File: src/oww_map.vh
`ifndef OWW_MAP_VH
`define OWW_MAP_VH

`define OWW_OFF_REFRESH 12'h000
`define OWW_OFF_STATUS  12'h004
`define OWW_OFF_COUNT   12'h008
`define OWW_OFF_ISTAT   12'h00C
`define OWW_OFF_ICLR    12'h010
`define OWW_OFF_IEN     12'h014
`define OWW_OFF_CCLR    12'h018
`define OWW_OFF_OPTION  12'h400

`define OWW_OPT_DEFAULT 32'h0000BF09
`define OWW_OPT_MASK    32'h0000FFFF
`define OWW_BIT_START   1
`define OWW_TOP_LSB     2
`define OWW_CKS_LSB     4
`define OWW_WEND_LSB    8
`define OWW_WBEG_LSB    10
`define OWW_BIT_ACTION  12
`define OWW_BIT_STOP    14

`define OWW_TOP_128     12'h080
`define OWW_TOP_512     12'h200
`define OWW_TOP_1024    12'h400
`define OWW_TOP_2048    12'h800

`define OWW_CKS_1       4'h0
`define OWW_CKS_16      4'h2
`define OWW_CKS_32      4'h3
`define OWW_CKS_64      4'h4
`define OWW_CKS_128     4'hF
`define OWW_CKS_256     4'h5
`define OWW_DIV_1       8'h00
`define OWW_DIV_16      8'h0F
`define OWW_DIV_32      8'h1F
`define OWW_DIV_64      8'h3F
`define OWW_DIV_128     8'h7F
`define OWW_DIV_256     8'hFF

`define OWW_WIN_NONE    2'h3
`define OWW_EV_UNDER    0
`define OWW_EV_RERR     1
`define OWW_ST_RUN      0
`define OWW_ST_CAUSE    1
`define OWW_CCLR_BIT    0

`endif

File: src/oww_watchdog.v
// Implementation choice: the APB slave port.
`timescale 1ns/1ns
`include "oww_map.vh"
module oww_watchdog #(
  parameter [31:0] OPTION_WORD = `OWW_OPT_DEFAULT
) (
  input  wire        i_clock,
  input  wire        i_sys_rst,
  input  wire        i_por_rst,
  input  wire        i_sleep,
  input  wire        i_psel,
  input  wire        i_penable,
  input  wire        i_pwrite,
  input  wire [11:0] i_paddr,
  input  wire [31:0] i_pwdata,
  output wire [31:0] o_prdata,
  output wire        o_pready,
  output wire        o_pslverr,
  output wire        o_irq,
  output wire        o_nmi,
  output wire        o_wdt_reset
);

  function [11:0] top_count;
    input [1:0] code;
    begin
      case (code)
        2'h0:    top_count = `OWW_TOP_128;
        2'h1:    top_count = `OWW_TOP_512;
        2'h2:    top_count = `OWW_TOP_1024;
        default: top_count = `OWW_TOP_2048;
      endcase
    end
  endfunction

  // unlisted divide codes fall back to divide by one
  function [7:0] div_max;
    input [3:0] code;
    begin
      case (code)
        `OWW_CKS_16:  div_max = `OWW_DIV_16;
        `OWW_CKS_32:  div_max = `OWW_DIV_32;
        `OWW_CKS_64:  div_max = `OWW_DIV_64;
        `OWW_CKS_128: div_max = `OWW_DIV_128;
        `OWW_CKS_256: div_max = `OWW_DIV_256;
        default:      div_max = `OWW_DIV_1;
      endcase
    end
  endfunction

  function mapped;
    input [11:0] a;
    begin
      case (a)
        `OWW_OFF_REFRESH, `OWW_OFF_STATUS, `OWW_OFF_COUNT,
        `OWW_OFF_ISTAT, `OWW_OFF_ICLR, `OWW_OFF_IEN,
        `OWW_OFF_CCLR, `OWW_OFF_OPTION: mapped = 1'b1;
        default:                         mapped = 1'b0;
      endcase
    end
  endfunction

  // build-time image, upper half never reaches the logic
  localparam [31:0] OPT = OPTION_WORD & `OWW_OPT_MASK;
  localparam        AUTO_ON = ~OPT[`OWW_BIT_START];
  localparam [11:0] TOP = top_count(OPT[`OWW_TOP_LSB +: 2]);
  localparam [11:0] LOAD = TOP - 12'h001;
  localparam [7:0]  DIVM = div_max(OPT[`OWW_CKS_LSB +: 4]);
  localparam [1:0]  WEND = OPT[`OWW_WEND_LSB +: 2];
  localparam [1:0]  WBEG = OPT[`OWW_WBEG_LSB +: 2];
  localparam        ACT_RST = OPT[`OWW_BIT_ACTION];
  localparam        SLP_STOP = OPT[`OWW_BIT_STOP];
  localparam [11:0] QTR = TOP >> 2;
  localparam [11:0] HALF = TOP >> 1;
  localparam [11:0] TQTR = TOP - QTR;

  // window positions as remaining count
  localparam [11:0] FIN_POS = (WEND == 2'h0) ? TQTR :
                              (WEND == 2'h1) ? HALF :
                              (WEND == 2'h2) ? QTR  : 12'h000;
  localparam [11:0] BEG_POS = (WBEG == 2'h0) ? QTR  :
                              (WBEG == 2'h1) ? HALF :
                              (WBEG == 2'h2) ? TQTR : TOP;

  localparam [1:0] ST_STOP = 2'b01;
  localparam [1:0] ST_RUN  = 2'b10;
  localparam [1:0] ST_RST  = AUTO_ON ? ST_RUN : ST_STOP;

  reg  [1:0]  state_q;
  reg  [1:0]  state_d;
  reg  [11:0] count_q;
  reg  [11:0] count_d;
  reg  [7:0]  pre_q;
  reg  [7:0]  pre_d;
  reg         sleep_m_q;
  reg         sleep_s_q;
  reg  [1:0]  istat_q;
  reg  [1:0]  ien_q;
  reg         cause_q;
  reg         nmi_q;
  reg         wrst_q;
  reg  [31:0] prdata_q;
  reg  [31:0] rd_d;
  reg         err;
  reg         under;
  reg         rerr;

  wire        wr_acc = i_psel & i_penable & i_pwrite;
  wire        setup = i_psel & ~i_penable;
  wire        refresh = wr_acc & (i_paddr == `OWW_OFF_REFRESH);
  wire        iclr_wr = wr_acc & (i_paddr == `OWW_OFF_ICLR);
  wire        ien_wr = wr_acc & (i_paddr == `OWW_OFF_IEN);
  wire        cclr_wr = wr_acc & (i_paddr == `OWW_OFF_CCLR)
                        & i_pwdata[`OWW_CCLR_BIT];
  wire        running = state_q[1];
  wire        halted = SLP_STOP & sleep_s_q;
  wire        tick = running & ~halted & (pre_q == DIVM);
  wire        in_win = (count_q <= BEG_POS) & (count_q >= FIN_POS);
  wire [1:0]  ev;

  // sleep arrives from the power controller, another domain
  always @(posedge i_clock or posedge i_sys_rst) begin
    if (i_sys_rst) begin
      sleep_m_q <= 1'b0;
      sleep_s_q <= 1'b0;
    end else begin
      sleep_m_q <= i_sleep;
      sleep_s_q <= sleep_m_q;
    end
  end

  always @* begin
    state_d = state_q;
    count_d = count_q;
    pre_d = pre_q;
    under = 1'b0;
    rerr = 1'b0;
    case (state_q)
      ST_STOP: begin
        pre_d = 8'h00;
        // a refresh while stopped is the register start
        if (refresh) begin
          state_d = ST_RUN;
          count_d = LOAD;
        end
      end
      ST_RUN: begin
        if (refresh) begin
          pre_d = 8'h00;
          if (in_win) begin
            count_d = LOAD;
          end else begin
            rerr = 1'b1;
          end
        end else if (!halted) begin
          pre_d = tick ? 8'h00 : pre_q + 8'h01;
          if (tick) begin
            if (count_q == 12'h000) begin
              under = 1'b1;
            end else begin
              count_d = count_q - 12'h001;
            end
          end
        end
        // counting halts after an error until next refresh
        if (under | rerr) begin
          state_d = ST_STOP;
          count_d = LOAD;
        end
      end
      default: begin
        state_d = ST_STOP;
        count_d = LOAD;
        pre_d = 8'h00;
      end
    endcase
    err = under | rerr;
  end

  assign ev = {rerr, under};

  always @(posedge i_clock or posedge i_sys_rst) begin
    if (i_sys_rst) begin
      state_q <= ST_RST;
      count_q <= LOAD;
      pre_q <= 8'h00;
      nmi_q <= 1'b0;
      wrst_q <= 1'b0;
      istat_q <= 2'h0;
      ien_q <= 2'h0;
    end else begin
      state_q <= state_d;
      count_q <= count_d;
      pre_q <= pre_d;
      nmi_q <= err & ~ACT_RST;
      wrst_q <= err & ACT_RST;
      // new events win over a clear in the same cycle
      istat_q <= (istat_q & ~({2{iclr_wr}} & i_pwdata[1:0])) | ev;
      if (ien_wr) begin
        ien_q <= i_pwdata[1:0];
      end
    end
  end

  // cause flag survives the system reset it provoked
  always @(posedge i_clock or posedge i_por_rst) begin
    if (i_por_rst) begin
      cause_q <= 1'b0;
    end else if (err & ACT_RST) begin
      cause_q <= 1'b1;
    end else if (cclr_wr) begin
      cause_q <= 1'b0;
    end
  end

  always @* begin
    rd_d = 32'h00000000;
    case (i_paddr)
      `OWW_OFF_STATUS: begin
        rd_d[`OWW_ST_RUN] = running;
        rd_d[`OWW_ST_CAUSE] = cause_q;
      end
      `OWW_OFF_COUNT:  rd_d[11:0] = count_q;
      `OWW_OFF_ISTAT:  rd_d[1:0] = istat_q;
      `OWW_OFF_IEN:    rd_d[1:0] = ien_q;
      `OWW_OFF_OPTION: rd_d = OPT;
      default:         rd_d = 32'h00000000;
    endcase
  end

  // read data sampled in setup so pready can stay high
  always @(posedge i_clock or posedge i_sys_rst) begin
    if (i_sys_rst) begin
      prdata_q <= 32'h00000000;
    end else if (setup) begin
      prdata_q <= rd_d;
    end
  end

  assign o_prdata = prdata_q;
  assign o_pready = 1'b1;
  assign o_pslverr = i_psel & i_penable & ~mapped(i_paddr);
  assign o_irq = |(istat_q & ien_q);
  assign o_nmi = nmi_q;
  assign o_wdt_reset = wrst_q;

endmodule

File: config.mk
export PLATFORM = sky130hd
export DESIGN_NAME = oww_watchdog
export DESIGN_NICKNAME = d
export VERILOG_FILES = /design/src/oww_watchdog.v
export VERILOG_INCLUDE_DIRS = /design/src
export SDC_FILE = /design/constraint.sdc
export NUM_CORES = 1
export LEC_CHECK = 0
export ABC_AREA = 1
export BUFFER_PORTS_ARGS = -buffer_cell sky130_fd_sc_hd__clkbuf_2
export CAP_MARGIN = 20
export CORE_UTILIZATION = 35
export DETAILED_ROUTE_END_ITERATION = 6
export PLACE_DENSITY = 0.72
export SYNTH_ARGS = -nofsm -noshare
export SYNTH_HDL_FRONTEND = slang
export SYNTH_SLANG_ARGS = --single-unit
File: constraint.sdc
create_clock -name i_clock -period 1.6 [get_ports i_clock]
set_clock_uncertainty 0.15 [all_clocks]
set_input_delay 0.08 -clock i_clock [delete_from_list [all_inputs] [get_ports i_clock]]
set_output_delay 0.08 -clock i_clock [all_outputs]
set_load 0.01 [all_outputs]
==> results by group <==
Min path
  – Hold Path Class: in -> reg

Placement
  – GPL Wtd Cong: 0.859
  – I/O Buffers: 37
  – Dpl hpwl: 4.32 mm
  – Pre-CTS worst setup slack: -0.126 ns

Route
  – DR DRC count: 0
  – Initial DRC count: 135
  – First drt pass iteration count: 4
  – Vias: 2324
  – DR WL/cell: 11.1 um
  – DRT Wirelength: 5.66 mm
  – Post-route ant nets: 0
  – DR vias/cell: 4.56

Floorplan
  – Num rows: 30
  – Die H: 87.0 um
  – Die area: 7560 sq um
  – Die width: 87.0 um
  – I/O pin total: 88
  – Placeable Area: 6870 sq um
  – Initial Util: 0.368

Timing
  – Slew Viols, Final: 0
  – Setup tns final: -1.50 ns
  – Final hold vios: 0
  – RSZ-0062 raised after global routing: yes
  – Minimum clock period: 1.71 ns
  – Fmax: 584 MHz
  – Final worst setup slack: -0.113 ns
  – # setup viols final: 22
  – Final period util: 1.07

Synth
  – Yosys warnings: 0
  – Post-Synthesis Cells: 331
  – Synth top area share: 0.297
  – Syn_area_per_cell: 7.64 sq um
  – EDFF count, synth: 0
  – Cell variety after synth: 31
  – Async set-reset flop share out of synthesis: 1.00
  – Post-Syn Area: 2530 sq um
  – Flops & latches, synth: 41
  – Most frequent cell after synthesis: nand2_1
  – Area contributors post-synth: dfrtp_1 30%, dfstp_2 11%, nand2_1 11%
  – Synth area leader: dfrtp_1
  – Register area share after synthesis: 0.411
  – Top FF cell, synth: dfrtp_1
  – Top post-synthesis cells by count: 75 x nand2_1, 45 x inv_1, 37 x nor2_1, 30 x dfrtp_1, 22 x nand3_1

Global routing
  – All-Layer GR Usage: 0.156
  – First-pass GRT wire length: 9.24 mm
  – Initial antenna violation count: 0
  – Vias in the first global route: 2170
  – Largest net degree at the start of global routing: 41
  – Grt ovf: 0

Final layout
  – Layout cells sized above 1: 0.355
  – Fill count: 661
  – Ant diodes: 0
  – Final Core Density: 0.481
  – Multi-input logic area: 1290 sq um
  – P&R area growth vs syn: 30.6%
  – Nets: 468
  – Sequential cell area: 1040 sq um

Power
  – Worst VDD drop: 328 uV
  – Comb pwr share: 0.143
  – Leakage: 1.77 nW
  – Sw Share: 0.279
  – Sequential Power Share: 0.499
  – Clk pwr share: 0.358
  – Net Sw Power: 0.000667 W
  – Power per Cell Area: 725 nW/um^2
  – Internal: 0.00173 W

Clock network
  – H-tree Lvls: 2
  – Clk buf depth: 2
  – Root Driver: clkbuf_8
  – Clk_lat worst skew: 0.30 ns
  – TritonCTS clock tree: yes
  – Clock sink count: 41
  – Worst-path clk slew: 0.09 ns
  – CTS buffer count: 5

Setup path
  – Crit-path cells: inv_2, ha_2, inv_2, nor2_2, nand2_1, nor2_2, inv_2, nand3_4, nand2_8, buf_12, nand2_2, nand2_1, inv_1
  – WP data required: 1.70 ns
  – Kind of critical path: reg -> reg
  – Startpoint type of the worst setup path: flop
  – CP max stage cell: dfrtp_1
  – Slowest stage delay, CP: 0.40 ns
  – Worst Setup End Kind: flop
  – Crit path DAT: 1.81 ns
  – Crit path max fanout: 8
  – CP most frequent cell: inv_2

Outcome
  – Failing checks: setup timing
  – Status: finished, violations left

Run
  – Maxcap violations: 0
## sequential cells by signal, indices dropped and copies added (netlist names)
register     cells
o_prdata        13
count_q         12
pre_q            8
ien_q            2
istat_q          2
state_q          2
cause_q          1
o_wdt_reset      1
## power groups by stage
| stage | Clock, W | Combinational, W | Sequential (W) |
|---|---|---|---|
| after global placement | 0 | 0.000310 | 0.00121 |
| after floorplan | 0 | 0.000241 | 0.00120 |
| final | 0.000856 | 0.000343 | 0.00119 |
| after CTS | 0.000872 | 0.000337 | 0.00119 |
| after global routing | 0.000914 | 0.000387 | 0.00120 |
| after detailed placement | 0 | 0.000322 | 0.00121 |
## per-layer routing
| layer | global-route usage | share of wire | wire (um) |
|---|---|---|---|
| met5 | 0 | 0 | 0 |
| met4 | 0.0591 | 0.019 | 109 |
| met3 | 0.0294 | 0.043 | 243 |
| met2 | 0.286 | 0.51 | 2870 |
| met1 | 0.179 | 0.43 | 2430 |
## repair_timing
item                                    4_1_cts  5_1_grt
hold buffers                                  5        0
cloned                                        0        0
pin swaps                                     2        8
hold endpoints to repair                     35        0
gates resized for setup                      10       33
endpoints found under the setup margin       21       26
buffers inserted                              1        4
## final cells by class
cell class,count,share of cell area
Tap cell,96,0.0364
Sequential cell,41,0.315
Clock inverter,3,0.0140
Multi-Input combinational cell,236,0.390
Clock buffer,5,0.0208
Inverter,48,0.0553
Timing Repair Buffer,81,0.168
## worst max-delay path: cells and delay by family (launching register included)
kind                       cells  cell delay [ns]
buffers and inverters          5             0.36
and+or+nand+nor                7             0.59
DFF                            1             0.40
adders and majority gates      1             0.15
## stage by stage
stage	power, W	cells	instance area, sq um	hold slack (ns)
3_3_place_gp	0.00152	493	3000	-0.247
4_1_cts	0.00240	507	3200	0.0511
2_1_floorplan	0.00144	348	2590	-0.341
6_report	0.00239	510	3300	0.0552
3_5_place_dp	0.00153	493	3000	-0.245
5_1_grt	0.00250	510	3300	0.101
## logic make-up (layout without fill, tap and decap cells)
kind of cell,count (synthesis),count (layout),share of synthesized area
other cells,2,19,0.00297
xor+xnor,8,8,0.0277
flops,41,41,0.411
buf+inv,71,137,0.140
simple gates,169,169,0.316
fa+ha+maj,4,4,0.0198
compound gates,36,36,0.0827
## placed cells by master, fill, tap and decap left out, types with 7 or more instances in the layout
cell      netlist  routed
buf_4          21      34
clkbuf_2        0      37
conb_1          2      19
dfrtp_1        30      30
dfstp_2        11      11
inv_1          45      39
inv_2           3       8
nand2_1        75      65
nand2_2         8      16
nand3_1        22      21
nand4_1         9       9
nor2_1         37      32
nor2_2          4       8
o21ai_0        17      12
o21ai_1         4       7
xor2_1          8       8
## final timing paths
| kind | depth (start not counted) | to | slack, ns | from |
|---|---|---|---|---|
| setup reg to reg | 13 | count_q[6]$_DFFE_PP1P_ | -0.11 | pre_q[1]$_DFF_PP0_ |
| hold / removal | 5 | o_prdata[0]$_DFFE_PP0P_ | 0.06 | i_paddr[10] |
| max in group asynchronous | 4 | cause_q$_DFFE_PP0P_ | 0.65 | i_por_rst |
| setup / recovery | 13 | count_q[6]$_DFFE_PP1P_ | -0.11 | pre_q[1]$_DFF_PP0_ |
| min in group asynchronous | 4 | pre_q[2]$_DFF_PP0_ | 0.27 | i_sys_rst |
| hold reg to reg | 1 | pre_q[7]$_DFF_PP0_ | 0.33 | pre_q[7]$_DFF_PP0_ |
(Power assumes the default switching activity.)
